[src/core/pcm_pkg.sv]
// pump condition monitor: constants, register map, reset values, press-sequence states
// assumes a 200 MHz clock; all slow timing is counted in 0.2 s ticks
package pcm_pkg;

    // =======================================================
    // timing
    localparam int unsigned CLK_FREQ_HZ      = 200_000_000;
    localparam int unsigned TICK_PERIOD_MS   = 200;
    localparam int unsigned TICK_CYCLES      = CLK_FREQ_HZ / 1000 * TICK_PERIOD_MS;
    localparam int unsigned HEARTBEAT_MS     = 1000;
    localparam int unsigned HEARTBEAT_TICKS  = HEARTBEAT_MS / TICK_PERIOD_MS;
    localparam int unsigned HEARTBEAT_LOW    = 2;
    localparam int unsigned LONG_PRESS_MS    = 3000;
    localparam int unsigned LONG_PRESS_TICKS = (LONG_PRESS_MS + TICK_PERIOD_MS - 1) / TICK_PERIOD_MS;
    localparam int unsigned SHORT_MAX_MS     = 1000;
    localparam int unsigned SHORT_MAX_TICKS  = SHORT_MAX_MS / TICK_PERIOD_MS;
    localparam int unsigned GAP_MAX_MS       = 2000;
    localparam int unsigned GAP_MAX_TICKS    = GAP_MAX_MS / TICK_PERIOD_MS;
    localparam int unsigned CONFIRM_MS       = 5000;
    localparam int unsigned CONFIRM_TICKS    = CONFIRM_MS / TICK_PERIOD_MS;
    localparam int unsigned STARTUP_MS       = 5000;
    localparam int unsigned STARTUP_TICKS    = STARTUP_MS / TICK_PERIOD_MS;
    localparam int unsigned HOUR_MS          = 3_600_000;
    localparam int unsigned HOUR_TICKS       = HOUR_MS / TICK_PERIOD_MS;

    // =======================================================
    // register byte addresses
    localparam logic [7:0] ADDR_CTRL      = 8'h00;
    localparam logic [7:0] ADDR_STATUS    = 8'h04;
    localparam logic [7:0] ADDR_VIB_WARN  = 8'h08;
    localparam logic [7:0] ADDR_VIB_FAIL  = 8'h0C;
    localparam logic [7:0] ADDR_HYST      = 8'h10;
    localparam logic [7:0] ADDR_TEMP_WARN = 8'h14;
    localparam logic [7:0] ADDR_TEMP_FAIL = 8'h18;
    localparam logic [7:0] ADDR_RUN_THR   = 8'h1C;
    localparam logic [7:0] ADDR_HOURS     = 8'h20;
    localparam logic [7:0] ADDR_READINGS  = 8'h24;

    // control and status fields
    localparam int CTRL_INVERT   = 0;
    localparam int CTRL_CLEAR    = 1;
    localparam int ST_WARN       = 0;
    localparam int ST_FAIL       = 1;
    localparam int ST_TURNING    = 2;
    localparam int ST_STARTUP    = 3;
    localparam int ST_CONFIRM    = 4;
    localparam int ST_HEARTBEAT  = 5;
    localparam int ST_FAIL_NOW   = 6;
    localparam int RD_VIB_POS    = 16;

    // values after reset
    localparam logic [9:0] VIB_WARN_RST  = 10'h064;
    localparam logic [9:0] VIB_FAIL_RST  = 10'h096;
    localparam logic [7:0] HYST_RST      = 8'h0A;
    localparam logic [7:0] TEMP_WARN_RST = 8'h3C;
    localparam logic [7:0] TEMP_FAIL_RST = 8'h46;
    localparam logic [9:0] RUN_THR_RST   = 10'h00F;

    localparam logic [1:0] RESP_OKAY   = 2'b00;
    localparam logic [1:0] RESP_SLVERR = 2'b10;

    // reset push-button sequence
    typedef enum logic [5:0] {
        PB_IDLE   = 6'b000001,
        PB_LONG   = 6'b000010,
        PB_GAP1   = 6'b000100,
        PB_SHORT1 = 6'b001000,
        PB_GAP2   = 6'b010000,
        PB_SHORT2 = 6'b100000
    } pcm_press_t;

endpackage : pcm_pkg

[src/core/pcm_monitor.sv]
// pump condition monitor: limit comparators, switching outputs, reset button, axi4-lite regs
// assumes sensor readings and the button arrive asynchronously; readings are slow and
// quasi-static, so a plain two-flop pass is enough for them
//
// Design decisions made here: the AXI4-Lite slave port and the register offsets.
`timescale 1ns/1ps
module pcm_monitor #(
    parameter int unsigned TEMP_W      = 8,
    parameter int unsigned VIB_W       = 10,
    parameter int unsigned TICK_CYCLES = pcm_pkg::TICK_CYCLES
) (
    // clock and reset
    input  wire logic              clk,
    input  wire logic              resetn,
    // axi4-lite write
    input  wire logic [7:0]        s_axi_awaddr,
    input  wire logic              s_axi_awvalid,
    output logic                   s_axi_awready,
    input  wire logic [31:0]       s_axi_wdata,
    input  wire logic [3:0]        s_axi_wstrb,
    input  wire logic              s_axi_wvalid,
    output logic                   s_axi_wready,
    output logic [1:0]             s_axi_bresp,
    output logic                   s_axi_bvalid,
    input  wire logic              s_axi_bready,
    // axi4-lite read
    input  wire logic [7:0]        s_axi_araddr,
    input  wire logic              s_axi_arvalid,
    output logic                   s_axi_arready,
    output logic [31:0]            s_axi_rdata,
    output logic [1:0]             s_axi_rresp,
    output logic                   s_axi_rvalid,
    input  wire logic              s_axi_rready,
    // sensors and button
    input  wire logic [TEMP_W-1:0] oil_temperature_probe,
    input  wire logic [VIB_W-1:0]  vibration_level,
    input  wire logic              reset_button_n,
    // switching outputs and indications
    output logic                   warning_output,
    output logic                   failure_output,
    output logic                   heartbeat_output,
    output logic                   rotor_turning_output,
    output logic                   pump_running,
    output logic                   reset_confirm
);

    // =======================================================
    // helpers
    function automatic logic [31:0] merge(input logic [31:0] old, input logic [31:0] d,
                                          input logic [3:0] strb);
        logic [31:0] r;
        r = old;
        for (int i = 0; i < 4; i++) begin
            if (strb[i]) begin
                r[i*8 +: 8] = d[i*8 +: 8];
            end
        end
        return r;
    endfunction : merge

    // =======================================================
    // input synchronisers
    logic [TEMP_W-1:0] temp_s1, temp;
    logic [VIB_W-1:0]  vib_s1, vib;
    logic              btn_s1, btn_n;

    always_ff @(posedge clk or negedge resetn) begin
        if (!resetn) begin
            temp_s1 <= '0;
            temp    <= '0;
            vib_s1  <= '0;
            vib     <= '0;
            btn_s1  <= 1'b1;
            btn_n   <= 1'b1;
        end else begin
            temp_s1 <= oil_temperature_probe;
            temp    <= temp_s1;
            vib_s1  <= vibration_level;
            vib     <= vib_s1;
            btn_s1  <= reset_button_n;
            btn_n   <= btn_s1;
        end
    end

    // =======================================================
    // 0.2 s tick
    logic [31:0] tick_cnt;
    logic        tick;

    always_ff @(posedge clk or negedge resetn) begin
        if (!resetn) begin
            tick_cnt <= '0;
            tick     <= 1'b0;
        end else if (tick_cnt == 32'(TICK_CYCLES - 1)) begin
            tick_cnt <= '0;
            tick     <= 1'b1;
        end else begin
            tick_cnt <= tick_cnt + 32'd1;
            tick     <= 1'b0;
        end
    end

    // =======================================================
    // configuration
    logic [VIB_W-1:0]  vib_warn_lim, vib_fail_lim, run_thr;
    logic [7:0]        hyst;
    logic [TEMP_W-1:0] temp_warn_lim, temp_fail_lim;
    logic              invert;
    logic              sw_clear;
    logic              wr_go;
    logic [7:0]        wr_addr;
    logic [31:0]       wr_data;
    logic [3:0]        wr_strb;

    // defaults loaded at reset, adjustable afterwards
    always_ff @(posedge clk or negedge resetn) begin
        if (!resetn) begin
            vib_warn_lim  <= VIB_W'(pcm_pkg::VIB_WARN_RST);
            vib_fail_lim  <= VIB_W'(pcm_pkg::VIB_FAIL_RST);
            hyst          <= pcm_pkg::HYST_RST;
            temp_warn_lim <= TEMP_W'(pcm_pkg::TEMP_WARN_RST);
            temp_fail_lim <= TEMP_W'(pcm_pkg::TEMP_FAIL_RST);
            run_thr       <= VIB_W'(pcm_pkg::RUN_THR_RST);
            invert        <= 1'b0;
            sw_clear      <= 1'b0;
        end else begin
            sw_clear <= 1'b0;
            if (wr_go) begin
                case (wr_addr)
                    pcm_pkg::ADDR_CTRL: begin
                        invert   <= wr_strb[0] ? wr_data[pcm_pkg::CTRL_INVERT] : invert;
                        sw_clear <= wr_strb[0] & wr_data[pcm_pkg::CTRL_CLEAR];
                    end
                    pcm_pkg::ADDR_VIB_WARN:
                        vib_warn_lim <= VIB_W'(merge(32'(vib_warn_lim), wr_data, wr_strb));
                    pcm_pkg::ADDR_VIB_FAIL:
                        vib_fail_lim <= VIB_W'(merge(32'(vib_fail_lim), wr_data, wr_strb));
                    pcm_pkg::ADDR_HYST:
                        hyst <= 8'(merge(32'(hyst), wr_data, wr_strb));
                    pcm_pkg::ADDR_TEMP_WARN:
                        temp_warn_lim <= TEMP_W'(merge(32'(temp_warn_lim), wr_data, wr_strb));
                    pcm_pkg::ADDR_TEMP_FAIL:
                        temp_fail_lim <= TEMP_W'(merge(32'(temp_fail_lim), wr_data, wr_strb));
                    pcm_pkg::ADDR_RUN_THR:
                        run_thr <= VIB_W'(merge(32'(run_thr), wr_data, wr_strb));
                    default: begin
                    end
                endcase
            end
        end
    end

    // =======================================================
    // vibration comparators with persistence: 0 warn, 1 fail, 2 running
    logic [2:0] vib_raw, vib_state;
    logic [7:0] hyst_cnt [3];

    assign vib_raw[0] = vib > vib_warn_lim;
    assign vib_raw[1] = vib > vib_fail_lim;
    assign vib_raw[2] = vib > run_thr;

    always_ff @(posedge clk or negedge resetn) begin
        if (!resetn) begin
            vib_state <= '0;
            for (int i = 0; i < 3; i++) begin
                hyst_cnt[i] <= '0;
            end
        end else if (tick) begin
            for (int i = 0; i < 3; i++) begin
                if (vib_raw[i] == vib_state[i]) begin
                    hyst_cnt[i] <= '0;
                end else if (hyst_cnt[i] + 8'd1 >= hyst) begin
                    vib_state[i] <= vib_raw[i];
                    hyst_cnt[i]  <= '0;
                end else begin
                    hyst_cnt[i] <= hyst_cnt[i] + 8'd1;
                end
            end
        end
    end

    // =======================================================
    // start-up window: vibration limits ignored while the pump runs up
    logic [7:0] startup_cnt;
    logic       turning_d;
    logic       startup;

    assign startup = startup_cnt != 8'd0;

    always_ff @(posedge clk or negedge resetn) begin
        if (!resetn) begin
            startup_cnt <= '0;
            turning_d   <= 1'b0;
        end else begin
            turning_d <= vib_state[2];
            if (vib_state[2] && !turning_d) begin
                startup_cnt <= 8'(pcm_pkg::STARTUP_TICKS);
            end else if (tick && startup) begin
                startup_cnt <= startup_cnt - 8'd1;
            end
        end
    end

    // =======================================================
    // warning and failure conditions
    logic warn_now, fail_now, fail_latch;
    logic accept_clear;

    assign warn_now = (temp >= temp_warn_lim) || (vib_state[0] && !startup);
    assign fail_now = (temp >= temp_fail_lim) || (vib_state[1] && !startup);

    // a new failure wins over a clear in the same cycle
    always_ff @(posedge clk or negedge resetn) begin
        if (!resetn) begin
            fail_latch <= 1'b0;
        end else if (fail_now) begin
            fail_latch <= 1'b1;
        end else if (accept_clear) begin
            fail_latch <= 1'b0;
        end
    end

    // =======================================================
    // reset button: long press then two short presses
    pcm_pkg::pcm_press_t pb_state;
    logic [7:0]  pb_cnt;
    logic        pb_done;
    logic [7:0]  confirm_cnt;

    always_ff @(posedge clk or negedge resetn) begin
        if (!resetn) begin
            pb_state <= pcm_pkg::PB_IDLE;
            pb_cnt   <= '0;
            pb_done  <= 1'b0;
        end else begin
            pb_done <= 1'b0;
            if (tick) begin
                pb_cnt <= (pb_cnt == 8'hFF) ? pb_cnt : pb_cnt + 8'd1;
            end
            case (pb_state)
                pcm_pkg::PB_IDLE: begin
                    pb_cnt <= '0;
                    if (!btn_n) begin
                        pb_state <= pcm_pkg::PB_LONG;
                    end
                end
                pcm_pkg::PB_LONG: begin
                    if (btn_n) begin
                        pb_cnt   <= '0;
                        pb_state <= (pb_cnt >= 8'(pcm_pkg::LONG_PRESS_TICKS)) ?
                                    pcm_pkg::PB_GAP1 : pcm_pkg::PB_IDLE;
                    end
                end
                pcm_pkg::PB_GAP1, pcm_pkg::PB_GAP2: begin
                    if (!btn_n) begin
                        pb_cnt   <= '0;
                        pb_state <= (pb_state == pcm_pkg::PB_GAP1) ?
                                    pcm_pkg::PB_SHORT1 : pcm_pkg::PB_SHORT2;
                    end else if (pb_cnt > 8'(pcm_pkg::GAP_MAX_TICKS)) begin
                        pb_state <= pcm_pkg::PB_IDLE;
                    end
                end
                pcm_pkg::PB_SHORT1, pcm_pkg::PB_SHORT2: begin
                    if (pb_cnt > 8'(pcm_pkg::SHORT_MAX_TICKS)) begin
                        // too long to be a short press: start over
                        pb_state <= pcm_pkg::PB_LONG;
                    end else if (btn_n) begin
                        pb_cnt <= '0;
                        if (pb_state == pcm_pkg::PB_SHORT1) begin
                            pb_state <= pcm_pkg::PB_GAP2;
                        end else begin
                            pb_state <= pcm_pkg::PB_IDLE;
                            pb_done  <= 1'b1;
                        end
                    end
                end
                default: pb_state <= pcm_pkg::PB_IDLE;
            endcase
        end
    end

    // refused silently while the cause is still present
    assign accept_clear = (pb_done || sw_clear) && !fail_now;

    always_ff @(posedge clk or negedge resetn) begin
        if (!resetn) begin
            confirm_cnt <= '0;
        end else if (accept_clear) begin
            confirm_cnt <= 8'(pcm_pkg::CONFIRM_TICKS);
        end else if (tick && confirm_cnt != 8'd0) begin
            confirm_cnt <= confirm_cnt - 8'd1;
        end
    end

    // =======================================================
    // heartbeat and operating hours
    logic [7:0]  hb_cnt;
    logic [15:0] hour_cnt;
    logic [31:0] hours;

    always_ff @(posedge clk or negedge resetn) begin
        if (!resetn) begin
            hb_cnt <= '0;
        end else if (tick) begin
            hb_cnt <= (hb_cnt == 8'(pcm_pkg::HEARTBEAT_TICKS - 1)) ? 8'd0 : hb_cnt + 8'd1;
        end
    end

    always_ff @(posedge clk or negedge resetn) begin
        if (!resetn) begin
            hour_cnt <= '0;
            hours    <= '0;
        end else if (tick && vib_state[2]) begin
            if (hour_cnt == 16'(pcm_pkg::HOUR_TICKS - 1)) begin
                hour_cnt <= '0;
                hours    <= hours + 32'd1;
            end else begin
                hour_cnt <= hour_cnt + 16'd1;
            end
        end
    end

    // =======================================================
    // switching outputs, active low with inversion off
    always_ff @(posedge clk or negedge resetn) begin
        if (!resetn) begin
            warning_output       <= 1'b1;
            failure_output       <= 1'b1;
            heartbeat_output     <= 1'b1;
            rotor_turning_output <= 1'b1;
            pump_running         <= 1'b0;
            reset_confirm        <= 1'b0;
        end else begin
            warning_output       <= invert ^ !(warn_now || fail_latch);
            failure_output       <= invert ^ !fail_latch;
            heartbeat_output     <= invert ^ (hb_cnt >= 8'(pcm_pkg::HEARTBEAT_LOW));
            rotor_turning_output <= invert ^ !vib_state[2];
            pump_running         <= vib_state[2];
            reset_confirm        <= confirm_cnt != 8'd0;
        end
    end

    // =======================================================
    // axi4-lite slave
    logic        aw_held, w_held;
    logic [31:0] rd_word;
    logic        rd_ok;

    assign s_axi_awready = !aw_held && !s_axi_bvalid;
    assign s_axi_wready  = !w_held && !s_axi_bvalid;
    assign s_axi_arready = !s_axi_rvalid;
    assign wr_go         = aw_held && w_held && !s_axi_bvalid;

    always_ff @(posedge clk or negedge resetn) begin
        if (!resetn) begin
            aw_held      <= 1'b0;
            w_held       <= 1'b0;
            wr_addr      <= '0;
            wr_data      <= '0;
            wr_strb      <= '0;
            s_axi_bvalid <= 1'b0;
            s_axi_bresp  <= pcm_pkg::RESP_OKAY;
        end else begin
            if (s_axi_awvalid && s_axi_awready) begin
                aw_held <= 1'b1;
                wr_addr <= {s_axi_awaddr[7:2], 2'b00};
            end
            if (s_axi_wvalid && s_axi_wready) begin
                w_held  <= 1'b1;
                wr_data <= s_axi_wdata;
                wr_strb <= s_axi_wstrb;
            end
            if (wr_go) begin
                aw_held      <= 1'b0;
                w_held       <= 1'b0;
                s_axi_bvalid <= 1'b1;
                s_axi_bresp  <= (wr_addr <= pcm_pkg::ADDR_READINGS) ?
                                pcm_pkg::RESP_OKAY : pcm_pkg::RESP_SLVERR;
            end else if (s_axi_bready) begin
                s_axi_bvalid <= 1'b0;
            end
        end
    end

    always_comb begin
        rd_word = '0;
        rd_ok   = 1'b1;
        case ({s_axi_araddr[7:2], 2'b00})
            pcm_pkg::ADDR_CTRL:      rd_word[pcm_pkg::CTRL_INVERT] = invert;
            pcm_pkg::ADDR_STATUS: begin
                rd_word[pcm_pkg::ST_WARN]      = warn_now;
                rd_word[pcm_pkg::ST_FAIL]      = fail_latch;
                rd_word[pcm_pkg::ST_TURNING]   = vib_state[2];
                rd_word[pcm_pkg::ST_STARTUP]   = startup;
                rd_word[pcm_pkg::ST_CONFIRM]   = confirm_cnt != 8'd0;
                rd_word[pcm_pkg::ST_HEARTBEAT] = hb_cnt >= 8'(pcm_pkg::HEARTBEAT_LOW);
                rd_word[pcm_pkg::ST_FAIL_NOW]  = fail_now;
            end
            pcm_pkg::ADDR_VIB_WARN:  rd_word = 32'(vib_warn_lim);
            pcm_pkg::ADDR_VIB_FAIL:  rd_word = 32'(vib_fail_lim);
            pcm_pkg::ADDR_HYST:      rd_word = 32'(hyst);
            pcm_pkg::ADDR_TEMP_WARN: rd_word = 32'(temp_warn_lim);
            pcm_pkg::ADDR_TEMP_FAIL: rd_word = 32'(temp_fail_lim);
            pcm_pkg::ADDR_RUN_THR:   rd_word = 32'(run_thr);
            pcm_pkg::ADDR_HOURS:     rd_word = hours;
            pcm_pkg::ADDR_READINGS: begin
                rd_word[TEMP_W-1:0] = temp;
                rd_word[pcm_pkg::RD_VIB_POS +: VIB_W] = vib;
            end
            default:                 rd_ok = 1'b0;
        endcase
    end

    always_ff @(posedge clk or negedge resetn) begin
        if (!resetn) begin
            s_axi_rvalid <= 1'b0;
            s_axi_rdata  <= '0;
            s_axi_rresp  <= pcm_pkg::RESP_OKAY;
        end else if (s_axi_arvalid && s_axi_arready) begin
            s_axi_rvalid <= 1'b1;
            s_axi_rdata  <= rd_word;
            s_axi_rresp  <= rd_ok ? pcm_pkg::RESP_OKAY : pcm_pkg::RESP_SLVERR;
        end else if (s_axi_rready) begin
            s_axi_rvalid <= 1'b0;
        end
    end

endmodule : pcm_monitor

[config.mk]
export PLATFORM = sky130hd
export DESIGN_NAME = pcm_monitor
export DESIGN_NICKNAME = d
export VERILOG_FILES = /design/src/core/pcm_pkg.sv /design/src/core/pcm_monitor.sv
export SDC_FILE = /design/constraint.sdc
export NUM_CORES = 1
export LEC_CHECK = 0
export BUFFER_PORTS_ARGS = -buffer_cell sky130_fd_sc_hd__clkbuf_2
export CELL_PAD_IN_SITES_DETAIL_PLACEMENT = 1
export CELL_PAD_IN_SITES_GLOBAL_PLACEMENT = 2
export CORE_UTILIZATION = 43
export DETAILED_ROUTE_END_ITERATION = 10
export MAX_ROUTING_LAYER = met4
export PLACE_DENSITY = 0.94
export SYNTH_ARGS = -nofsm -noshare
export SYNTH_HDL_FRONTEND = slang
export SYNTH_SLANG_ARGS = --single-unit
[constraint.sdc]
create_clock -name clk -period 6.28 [get_ports clk]
set_clock_uncertainty 0.05 [all_clocks]
set_input_delay 1.256 -clock clk [delete_from_list [all_inputs] [get_ports clk]]
set_output_delay 1.256 -clock clk [all_outputs]
set_load 0.01 [all_outputs]
==> metrics.txt, run 1 <==
# TYPE chip_impl_metric gauge
chip_impl_metric{name="design.portCount",unit=""} 125
chip_impl_metric{name="postSynthAreaPerCell",unit="um2"} 10.84
chip_impl_metric{name="worst_ir_drop_vdd",unit="mV"} 0.2711
chip_impl_metric{name="routed_wirelength",unit="mm"} 38.72
chip_impl_metric{name="yosysUniqueCellTypes",unit=""} 81
chip_impl_metric{name="worst_setup_hold_path_clk_slew",unit="ns"} 0.06
chip_impl_info{name="most_frequent_cell_after_synthesis",value="dfrtp_1"} 1
chip_impl_metric{name="grt_antenna_before_repair",unit=""} 0
chip_impl_metric{name="buffer_ports.inserted",unit=""} 94
chip_impl_metric{name="dp_hpwl",unit="mm"} 27.74
chip_impl_metric{name="clockPowerShare",unit="%"} 34.8
chip_impl_info{name="hold_start",value="temp_s1[5]$_DFF_PN0_"} 1
chip_impl_metric{name="synth.ff_latch_count",unit=""} 304
chip_impl_metric{name="r2r_cell_count",unit=""} 11
chip_impl_metric{name="power.switching_fraction",unit="%"} 31.84
chip_impl_metric{name="min_path_cells",unit=""} 0
chip_impl_info{name="rsz_0062_raised_after_global_routing",value="no"} 1
chip_impl_metric{name="vias_post_dr",unit=""} 11130
chip_impl_metric{name="clock_path_buffers",unit=""} 3
chip_impl_metric{name="grt-ovfl-total",unit=""} 0
chip_impl_metric{name="dieArea",unit="um2"} 36320
chip_impl_info{name="path_delay_family",value="compound AO/OA/AOI/OAI gates"} 1
chip_impl_metric{name="placeableCoreArea",unit="um2"} 34800
chip_impl_info{name="yosys.area.top_type",value="dfrtp_1"} 1
chip_impl_metric{name="postSynth.asyncResetShare",unit="%"} 100.0
chip_impl_metric{name="synthesis.instances",unit=""} 1411
chip_impl_metric{name="start_util",unit="%"} 43.95
chip_impl_info{name="status",value="complete, no violations"} 1
chip_impl_metric{name="drt_iter0_drc",unit=""} 571
chip_impl_metric{name="seqCellArea",unit="um2"} 7641
chip_impl_metric{name="final_layout_size_suffix_gt1_share",unit="%"} 19.91
chip_impl_metric{name="p_leak",unit="uW"} 0.008090
chip_impl_metric{name="post_cts_buffers",unit=""} 0
chip_impl_metric{name="fill_cells",unit=""} 3827
chip_impl_metric{name="worst-endpoint-required",unit="ns"} 6.69
chip_impl_metric{name="hold_viol_final",unit=""} 0
chip_impl_metric{name="detail-route-antenna-nets",unit=""} 0
chip_impl_metric{name="max_slew.worst_pin.slew",unit="ns"} 1.028
chip_impl_metric{name="synth_compound_area_share",unit="%"} 9.114
chip_impl_metric{name="yosys.area.top_type_share",unit="%"} 45.32
chip_impl_info{name="crit_chain",value="nand3_1 > or2_2 > nor2_1 > xor2_1 > ha_1 > a21oi_1 > o21ai_0 > a21oi_1 > nor4b_1 > o21ai_1 > o31ai_1"} 1
chip_impl_metric{name="chipWidth",unit="um"} 190.6
chip_impl_metric{name="drt_pass1_iterations",unit=""} 4
chip_impl_metric{name="crit_buf_inv",unit=""} 0
chip_impl_metric{name="final-setup-viol-count",unit=""} 0
chip_impl_metric{name="synth_adder_area_share",unit="%"} 7.036
chip_impl_metric{name="fmax",unit="GHz"} 0.2864
chip_impl_metric{name="critical_path_arrival",unit="ns"} 3.90
chip_impl_metric{name="final_period_minus_worst_setup_slack",unit="ns"} 3.492
chip_impl_metric{name="netlist_area",unit="um2"} 15290
chip_impl_metric{name="die_h",unit="um"} 190.6
chip_impl_metric{name="globalplace.congestion",unit=""} 0.8587
chip_impl_metric{name="post_cts_hold_buffer_count",unit=""} 0
chip_impl_metric{name="final_min_period_over_clock_period",unit="%"} 55.60
chip_impl_metric{name="cts.repair.resized",unit=""} 0
chip_impl_metric{name="switching_power",unit="uW"} 1838
chip_impl_metric{name="synth.yosys.warnings",unit=""} 0
chip_impl_info{name="cts_root_buffer",value="clkbuf_16"} 1
chip_impl_metric{name="final_core_utilization",unit="%"} 50.06
chip_impl_metric{name="post_synth_edffs",unit=""} 0
chip_impl_info{name="yosys-top-cells-count",value="277 x dfrtp_1, 125 x nand2_1, 116 x nor2_1"} 1
chip_impl_metric{name="comb_power_share",unit="%"} 20.4
chip_impl_metric{name="detail_route.drc_violations",unit=""} 0
chip_impl_info{name="cp_common_cell",value="a21oi_1"} 1
chip_impl_metric{name="row_count",unit=""} 68
chip_impl_metric{name="synth_sequential_area_ratio",unit="%"} 49.96
chip_impl_metric{name="maxCapViolCount",unit=""} 0
chip_impl_metric{name="reg_power_share",unit="%"} 44.8
chip_impl_info{name="worstReg2RegEnd",value="hyst_cnt[19]$_DFFE_PN0P_"} 1
chip_impl_info{name="r2r-start",value="hyst_cnt[18]$_DFFE_PN0P_"} 1
chip_impl_metric{name="htree_num_levels",unit=""} 2
chip_impl_metric{name="antenna_cells",unit=""} 0
chip_impl_metric{name="slew_viol_final",unit=""} 0
chip_impl_metric{name="clock_insertion_delay_worst_skew",unit="ns"} 0.56
chip_impl_info{name="synth_top_cells_by_area",value="dfrtp_1 45%, ha_1 7.0%, mux2_2 5.7%"} 1
chip_impl_metric{name="power_report.internal_total",unit="uW"} 3935
chip_impl_metric{name="max_slew_margin",unit="%"} 30.92
chip_impl_metric{name="viasPerCell",unit=""} 5.575
chip_impl_metric{name="reg2reg_slack",unit="ns"} 2.79
chip_impl_metric{name="grt_max_degree",unit=""} 149
chip_impl_metric{name="muxShareOfSynthArea",unit="%"} 7.044
chip_impl_metric{name="multi_input_comb_area",unit="um2"} 7213
chip_impl_info{name="cp-start-kind",value="flop"} 1
chip_impl_metric{name="routed_wire_length_per_instance",unit="um"} 19.39
chip_impl_metric{name="worst_path_largest_cell_delay",unit="ns"} 0.56
chip_impl_metric{name="tritoncts_num_sinks",unit=""} 304
chip_impl_metric{name="grt_first_pass_wirelength",unit="mm"} 64.38
chip_impl_metric{name="post_synth_xor_area_fraction",unit="%"} 6.529
chip_impl_info{name="holdPathEnd",value="temp[5]$_DFF_PN0_"} 1
chip_impl_info{name="kind_of_capture_point_of_the_worst_setup_path",value="flop"} 1
chip_impl_metric{name="path_max_fanout",unit=""} 10
chip_impl_metric{name="syn_to_final_growth",unit="%"} 13.92
chip_impl_metric{name="global_route.usage.total",unit="%"} 23.19
chip_impl_info{name="critical-path-slowest-cell",value="a21oi_1"} 1
chip_impl_metric{name="yosys.area_share.simple",unit="%"} 17.30
chip_impl_metric{name="accumulated_negative_setup_slack",unit="ns"} 0
chip_impl_metric{name="grt_pass1_vias",unit=""} 11920
chip_impl_metric{name="design.final.nets",unit=""} 1679
chip_impl_metric{name="cts_made_buffers",unit=""} 36
chip_impl_info{name="main_combinational_cell_family_by_area_after_synthesis",value="simple AND/OR/NAND/NOR gates"} 1
chip_impl_info{name="worstSetupPathType",value="flop to flop"} 1
chip_impl_info{name="hold_class",value="flop to flop"} 1
chip_impl_info{name="cts_tree",value="yes"} 1
chip_impl_metric{name="power_per_cell_area",unit="nW/um2"} 331.4
chip_impl_info{name="most_instantiated_flip_flop_cell_in_the_synthesis_netlist",value="dfrtp_1"} 1
-- worst max-delay path by stage --
stage / startpoint / end / cells after the start
floorplan: hyst_cnt[16]$_DFFE_PN0P_ / hyst_cnt[19]$_DFFE_PN0P_ / 11
global placement: s_axi_araddr[2] / s_axi_rdata[7]$_DFFE_PN0P_ / 5
detailed placement: s_axi_araddr[2] / s_axi_rdata[7]$_DFFE_PN0P_ / 5
CTS: hyst_cnt[18]$_DFFE_PN0P_ / hyst_cnt[19]$_DFFE_PN0P_ / 11
global route: hyst_cnt[18]$_DFFE_PN0P_ / hyst_cnt[19]$_DFFE_PN0P_ / 11
finish: hyst_cnt[18]$_DFFE_PN0P_ / hyst_cnt[19]$_DFFE_PN0P_ / 11
-- placed cells by master (no fill, tap or decap), drive strengths merged, types with 4 or more instances in the layout --
cell type  instances
dfrtp            277
clkbuf           146
nand2            125
nor2             120
ha                86
mux2              77
inv               77
xnor2             68
nand3             65
o21ai             47
xor2              46
a21oi             38
and3              30
nand4             28
dfstp             27
a221oi            24
nor3              23
nor2b             22
nand2b            17
nor4              15
and4              12
a21o              12
buf               12
clkinv            10
a31oi              9
a22o               9
or3                8
mux4               8
a211oi             7
nor4b              7
nor3b              7
o21a               6
and2               6
a31o               5
o2bb2ai            5
or2                4
nand3b             4
a211o              4
o31ai              4
a22oi              4
-- stage by stage --
stage               hold WS (ns)  area (um2)  worst slack (ns)  total power [uW]  cells
finish                    0.2973       17420             2.788              5773   1997
global placement          0.2847       16280             2.816              3706   1932
global route              0.3038       17420             2.491              6096   1997
CTS                       0.2995       17420             2.806              5848   1997
detailed placement        0.2856       16280             2.735              3795   1932
floorplan                 0.2812       15300             3.409              3287   1412
-- layout make-up --
| class | count | area share (%) |
|---|---|---|
| inverters | 75 | 1.616 |
| well taps | 455 | 3.268 |
| clock buffers | 53 | 5.997 |
| multi-input cells | 993 | 41.40 |
| clock inverters | 12 | 0.5530 |
| repair buffers | 105 | 3.304 |
| flip-flops and latches | 304 | 43.86 |
-- registers in the layout (all words and copies together), names as in the netlist, 10 cells and up --
name          flops
vib_fail_lim     10
s_axi_rdata      32
vib_s1           10
vib              10
hour_cnt         16
vib_warn_lim     10
hours            32
hyst_cnt         24
tick_cnt         32
run_thr          10
wr_data          10
-- cell families (layout without fill, tap and decap cells) --
family	Yosys count	in the layout
and+or+nand+nor	505	505
buffers and inverters	115	245
other	1	2
AOI/OAI and AO/OA	198	198
DFF	304	304
adders and majority gates	86	86
xor gates and xnor gates	114	114
muxes	88	88
-- metal layers --
layer | share of wire (%) | up-vias | global-route usage [%]
li1 | - | 5215 | -
met1 | 45 | 5621 | 29.63
met2 | 48 | 218 | 37.50
met3 | 4.2 | 80 | 3.993
met4 | 2.8 | 0 | 7.231
met5 | 0 | - | -
-- power groups by stage --
stage / clock network [uW] / logic, uW / registers, uW
floorplan: 0 / 820 / 2470
global placement: 0 / 1120 / 2590
detailed placement: 0 / 1180 / 2610
CTS: 2080 / 1190 / 2580
global route: 2150 / 1330 / 2620
finish: 2010 / 1180 / 2590
No activity file was read; power rests on OpenSTA's default activity.
==> run 2, diff against run 1 <==
--- a/config.mk
+++ b/config.mk
@@ -5,13 +5,14 @@
 export SDC_FILE = /design/constraint.sdc
 export NUM_CORES = 1
 export LEC_CHECK = 0
+export ABC_AREA = 1
 export BUFFER_PORTS_ARGS = -buffer_cell sky130_fd_sc_hd__clkbuf_2
 export CELL_PAD_IN_SITES_DETAIL_PLACEMENT = 1
 export CELL_PAD_IN_SITES_GLOBAL_PLACEMENT = 2
-export CORE_UTILIZATION = 43
+export CORE_UTILIZATION = 36
 export DETAILED_ROUTE_END_ITERATION = 10
 export MAX_ROUTING_LAYER = met4
-export PLACE_DENSITY = 0.94
+export PLACE_DENSITY = 0.89
 export SYNTH_ARGS = -nofsm -noshare
 export SYNTH_HDL_FRONTEND = slang
 export SYNTH_SLANG_ARGS = --single-unit
==> constraint.sdc (replaced) <==
create_clock -name clk -period 3.4 [get_ports clk]
set_clock_uncertainty 0.05 [all_clocks]
set_input_delay 0.68 -clock clk [delete_from_list [all_inputs] [get_ports clk]]
set_output_delay 0.68 -clock clk [all_outputs]
set_load 0.01 [all_outputs]
==> run 2 against run 1 <==
The run now ends with design-rule violations left. Sequential share of layout area down 4.8 points. Global-route usage down 0.94 points. Critical path depth up 3. Critical endpoint is now hyst_cnt[15]$_DFFE_PN0P_. Largest cell class is now multi-input gates. Largest power group is now clock.
==> metrics.txt, run 2 <==
# TYPE chip_impl_metric gauge
chip_impl_metric{name="clock_path_buffers",unit=""} 3
chip_impl_metric{name="synth_sequential_area_ratio",unit="%"} 44.86
chip_impl_metric{name="final_layout_size_suffix_gt1_share",unit="%"} 13.60
chip_impl_metric{name="accumulated_negative_setup_slack",unit="ns"} 0
chip_impl_metric{name="final-setup-viol-count",unit=""} 0
chip_impl_metric{name="grt_first_pass_wirelength",unit="mm"} 81.79
chip_impl_info{name="largest_registers",value="hours x32, s_axi_rdata x32, tick_cnt x32"} 1
chip_impl_info{name="critical-path-slowest-cell",value="dfrtp_1"} 1
chip_impl_metric{name="cts_made_buffers",unit=""} 38
chip_impl_info{name="startpoint",value="hyst_cnt[8]$_DFFE_PN0P_"} 1
chip_impl_metric{name="synth.yosys.warnings",unit=""} 0
chip_impl_metric{name="cts.repair.resized",unit=""} 0
chip_impl_info{name="final_cell_mix",value="570 x nand2_1, 276 x dfrtp_1, 273 x nor2_1"} 1
chip_impl_metric{name="drt_iter0_drc",unit=""} 751
chip_impl_metric{name="yosys.area.top_type_share",unit="%"} 40.69
chip_impl_metric{name="hold_viol_final",unit=""} 0
chip_impl_metric{name="synth.ff_latch_count",unit=""} 304
chip_impl_metric{name="tritoncts_num_sinks",unit=""} 304
chip_impl_metric{name="post_synth_edffs",unit=""} 0
chip_impl_info{name="failed_checks",value="design-rule violations"} 1
chip_impl_metric{name="grt-ovfl-total",unit=""} 0
chip_impl_info{name="crit_chain",value="ha_1 > nand2_1 > nor2_1 > nand3_1 > nand2_1 > inv_1 > ha_1 > nand2_1 > nor2_1 > nand4_1 > nand3_1 > nor2_1 > nand3_1 > nand2_1"} 1
chip_impl_info{name="hold_class",value="input pin to flop"} 1
chip_impl_metric{name="path_max_fanout",unit=""} 10
chip_impl_info{name="most_frequent_cell_after_synthesis",value="nand2_1"} 1
chip_impl_info{name="r2r-start",value="hyst_cnt[8]$_DFFE_PN0P_"} 1
chip_impl_metric{name="row_count",unit=""} 79
chip_impl_metric{name="post-layout-total-power",unit="uW"} 11410
chip_impl_info{name="layout_commonest_cell",value="nand2_1"} 1
chip_impl_metric{name="placed_area",unit="um2"} 18140
chip_impl_metric{name="detail_route.drc_violations",unit=""} 13
chip_impl_metric{name="syn_to_final_growth",unit="%"} 14.93
chip_impl_metric{name="worst_path_largest_cell_delay",unit="ns"} 0.42
chip_impl_metric{name="detail-route-antenna-nets",unit=""} 0
chip_impl_metric{name="viasPerCell",unit=""} 5.057
chip_impl_metric{name="final_core_utilization",unit="%"} 41.96
chip_impl_info{name="worstSetupPathType",value="flop to flop"} 1
chip_impl_metric{name="antenna_cells",unit=""} 0
chip_impl_metric{name="global_route.usage.total",unit="%"} 22.24
chip_impl_metric{name="drt_pass1_iterations",unit=""} 10
chip_impl_info{name="rsz_0062_raised_after_global_routing",value="no"} 1
chip_impl_metric{name="layout.cell_area.non_filler",unit="um2"} 19580
chip_impl_info{name="yosys-top-cells-count",value="570 x nand2_1, 277 x dfrtp_1, 273 x nor2_1"} 1
chip_impl_metric{name="routed_wire_length_per_instance",unit="um"} 17.30
chip_impl_metric{name="routed_wirelength",unit="mm"} 50.18
chip_impl_info{name="yosys.area.top_type",value="dfrtp_1"} 1
chip_impl_info{name="cp-start-kind",value="flop"} 1
chip_impl_metric{name="seqCellArea",unit="um2"} 7642
chip_impl_metric{name="worst_ir_drop_vdd",unit="mV"} 0.3888
chip_impl_metric{name="yosysUniqueCellTypes",unit=""} 49
chip_impl_metric{name="grt_pass1_vias",unit=""} 15390
chip_impl_metric{name="dp_hpwl",unit="mm"} 37.66
chip_impl_metric{name="fmax",unit="GHz"} 0.4011
chip_impl_metric{name="critical_path_arrival",unit="ns"} 2.94
chip_impl_info{name="kind_of_capture_point_of_the_worst_setup_path",value="flop"} 1
chip_impl_metric{name="max_slew_margin",unit="%"} 45.44
chip_impl_info{name="most_instantiated_flip_flop_cell_in_the_synthesis_netlist",value="dfrtp_1"} 1
chip_impl_info{name="cp_common_cell",value="nand2_1"} 1
chip_impl_metric{name="maxCapViolCount",unit=""} 0
chip_impl_metric{name="grt_antenna_before_repair",unit=""} 0
chip_impl_metric{name="p_leak",unit="uW"} 0.009469
chip_impl_info{name="cts_tree",value="yes"} 1
chip_impl_metric{name="postSynth.asyncResetShare",unit="%"} 100.0
chip_impl_metric{name="netlist_area",unit="um2"} 17030
chip_impl_metric{name="vias_post_dr",unit=""} 14670
chip_impl_metric{name="power_per_cell_area",unit="nW/um2"} 583.0
chip_impl_metric{name="slew_viol_final",unit=""} 0
chip_impl_metric{name="start_util",unit="%"} 36.51
chip_impl_metric{name="worst_setup_hold_path_clk_slew",unit="ns"} 0.06
chip_impl_metric{name="crit_buf_inv",unit=""} 1
chip_impl_metric{name="dp.cells",unit=""} 2830
chip_impl_metric{name="postSynthAreaPerCell",unit="um2"} 7.901
chip_impl_metric{name="fill_cells",unit=""} 5729
chip_impl_metric{name="synthesis.instances",unit=""} 2156
chip_impl_metric{name="multi_input_comb_area",unit="um2"} 8140
chip_impl_metric{name="chipWidth",unit="um"} 219.5
chip_impl_info{name="hold_start",value="reset_button_n"} 1
chip_impl_metric{name="htree_num_levels",unit=""} 2
chip_impl_metric{name="worst-endpoint-required",unit="ns"} 3.85
chip_impl_info{name="cts_root_buffer",value="clkbuf_16"} 1
chip_impl_metric{name="die_h",unit="um"} 219.5
chip_impl_info{name="synth_top_cells_by_area",value="dfrtp_1 41%, nand2_1 13%, ha_1 6.3%"} 1
chip_impl_metric{name="design.portCount",unit=""} 125
chip_impl_metric{name="dieArea",unit="um2"} 48190
chip_impl_metric{name="max_slew.worst_pin.slew",unit="ns"} 0.8175
chip_impl_metric{name="globalplace.congestion",unit=""} 0.8831
chip_impl_metric{name="buffer_ports.inserted",unit=""} 94
chip_impl_metric{name="clock_insertion_delay_worst_skew",unit="ns"} 0.57
chip_impl_metric{name="grt_max_degree",unit=""} 97
chip_impl_metric{name="placeableCoreArea",unit="um2"} 46650
chip_impl_metric{name="final_min_period_over_clock_period",unit="%"} 73.32
chip_impl_metric{name="design.final.nets",unit=""} 2428
chip_impl_info{name="status",value="finished with violations"} 1
chip_impl_metric{name="final_cell_count_no_fill",unit=""} 2901
chip_impl_metric{name="final_period_minus_worst_setup_slack",unit="ns"} 2.493
chip_impl_info{name="path_delay_family",value="simple AND/OR/NAND/NOR gates"} 1
==> run 2: cell count changes in the layout (fill, tap and decap cells not counted), moves of 20 or more <==
cell and delta:
nand2_1 +445, inv_1 +178, nor2_1 +157, nand3_1 +77, mux2_2 -73, xnor2_1 -54
o21ai_1 +48, a21oi_1 +34, and3_1 -30, a221oi_1 -24, nor2b_1 -21, inv_2 +20
==> run 2: where the power goes <==
group | switching, uW | internal [uW]
clock | 1670 | 2930
sequential | 330 | 4090
combinational | 1690 | 699
total | 3690 | 7720
==> run 2: final timing paths <==
kind | end | slack (ns) | cells after the start
setup / recovery | hyst_cnt[15]$_DFFE_PN0P_ | 0.91 | 14
hold / removal | btn_s1$_DFF_PN1_ | 0.16 | 1
setup reg to reg | hyst_cnt[15]$_DFFE_PN0P_ | 0.91 | 14
hold reg to reg | vib[7]$_DFF_PN0_ | 0.30 | 0
max in group asynchronous | confirm_cnt[4]$_DFFE_PN0P_ | 1.85 | 3
min in group asynchronous | hours[7]$_DFFE_PN0P_ | 0.56 | 2
==> run 2: area by class of cell <==
cell class | instances | share of cell area (%)
multi-input combinational | 1543 | 41.58
sequential | 304 | 39.04
clock buffer | 52 | 5.759
inverter | 273 | 5.235
tap | 607 | 3.880
timing repair buffer | 104 | 2.978
clock inverter | 18 | 1.528
==> run 2: repair_timing <==
item | CTS | global route
hold endpoints to repair | 31 | 0
setup endpoints to repair | 0 | 0
buffers inserted | 0 | 0
hold buffers | 1 | 0
==> run 2: logic make-up after synthesis <==
kind of cell,count (synthesis),synth area share (%)
AO/OA/AOI/OAI,229,7.485
XOR/XNOR,76,3.908
adder cells (fa/ha/maj),86,6.317
buffers and inverters,310,7.375
flip-flops,304,44.86
multiplexers,4,0.2644
other,1,0.02202
AND/OR/NAND/NOR,1146,29.77
==> run 2: per-stage QoR <==
step	hold WS [ns]	setup WS (ns)
2_1_floorplan	0.2812	1.358
3_3_place_gp	0.2864	0.8077
3_5_place_dp	0.2862	0.8041
4_1_cts	0.1332	0.9007
5_1_grt	0.1523	0.6365
6_report	0.1604	0.9071
==> run 2: worst reg2reg max path, cell delays in order, from the launching register on <==
cell     delay [ns]
dfrtp_1        0.42
ha_1           0.21
nand2_1        0.09
nor2_1         0.17
nand3_1        0.09
nand2_1        0.07
inv_1          0.05
ha_1           0.27
nand2_1        0.09
nor2_1         0.06
nand4_1        0.07
nand3_1        0.37
nor2_1         0.25
nand3_1        0.10
nand2_1        0.08
==> run 2: routing by layer <==
metal | track usage, % | wire length [um]
met3 | 3.230 | 2159
met4 | 7.685 | 1490
met2 | 34.50 | 23030
met1 | 29.64 | 23500
met5 | - | 0
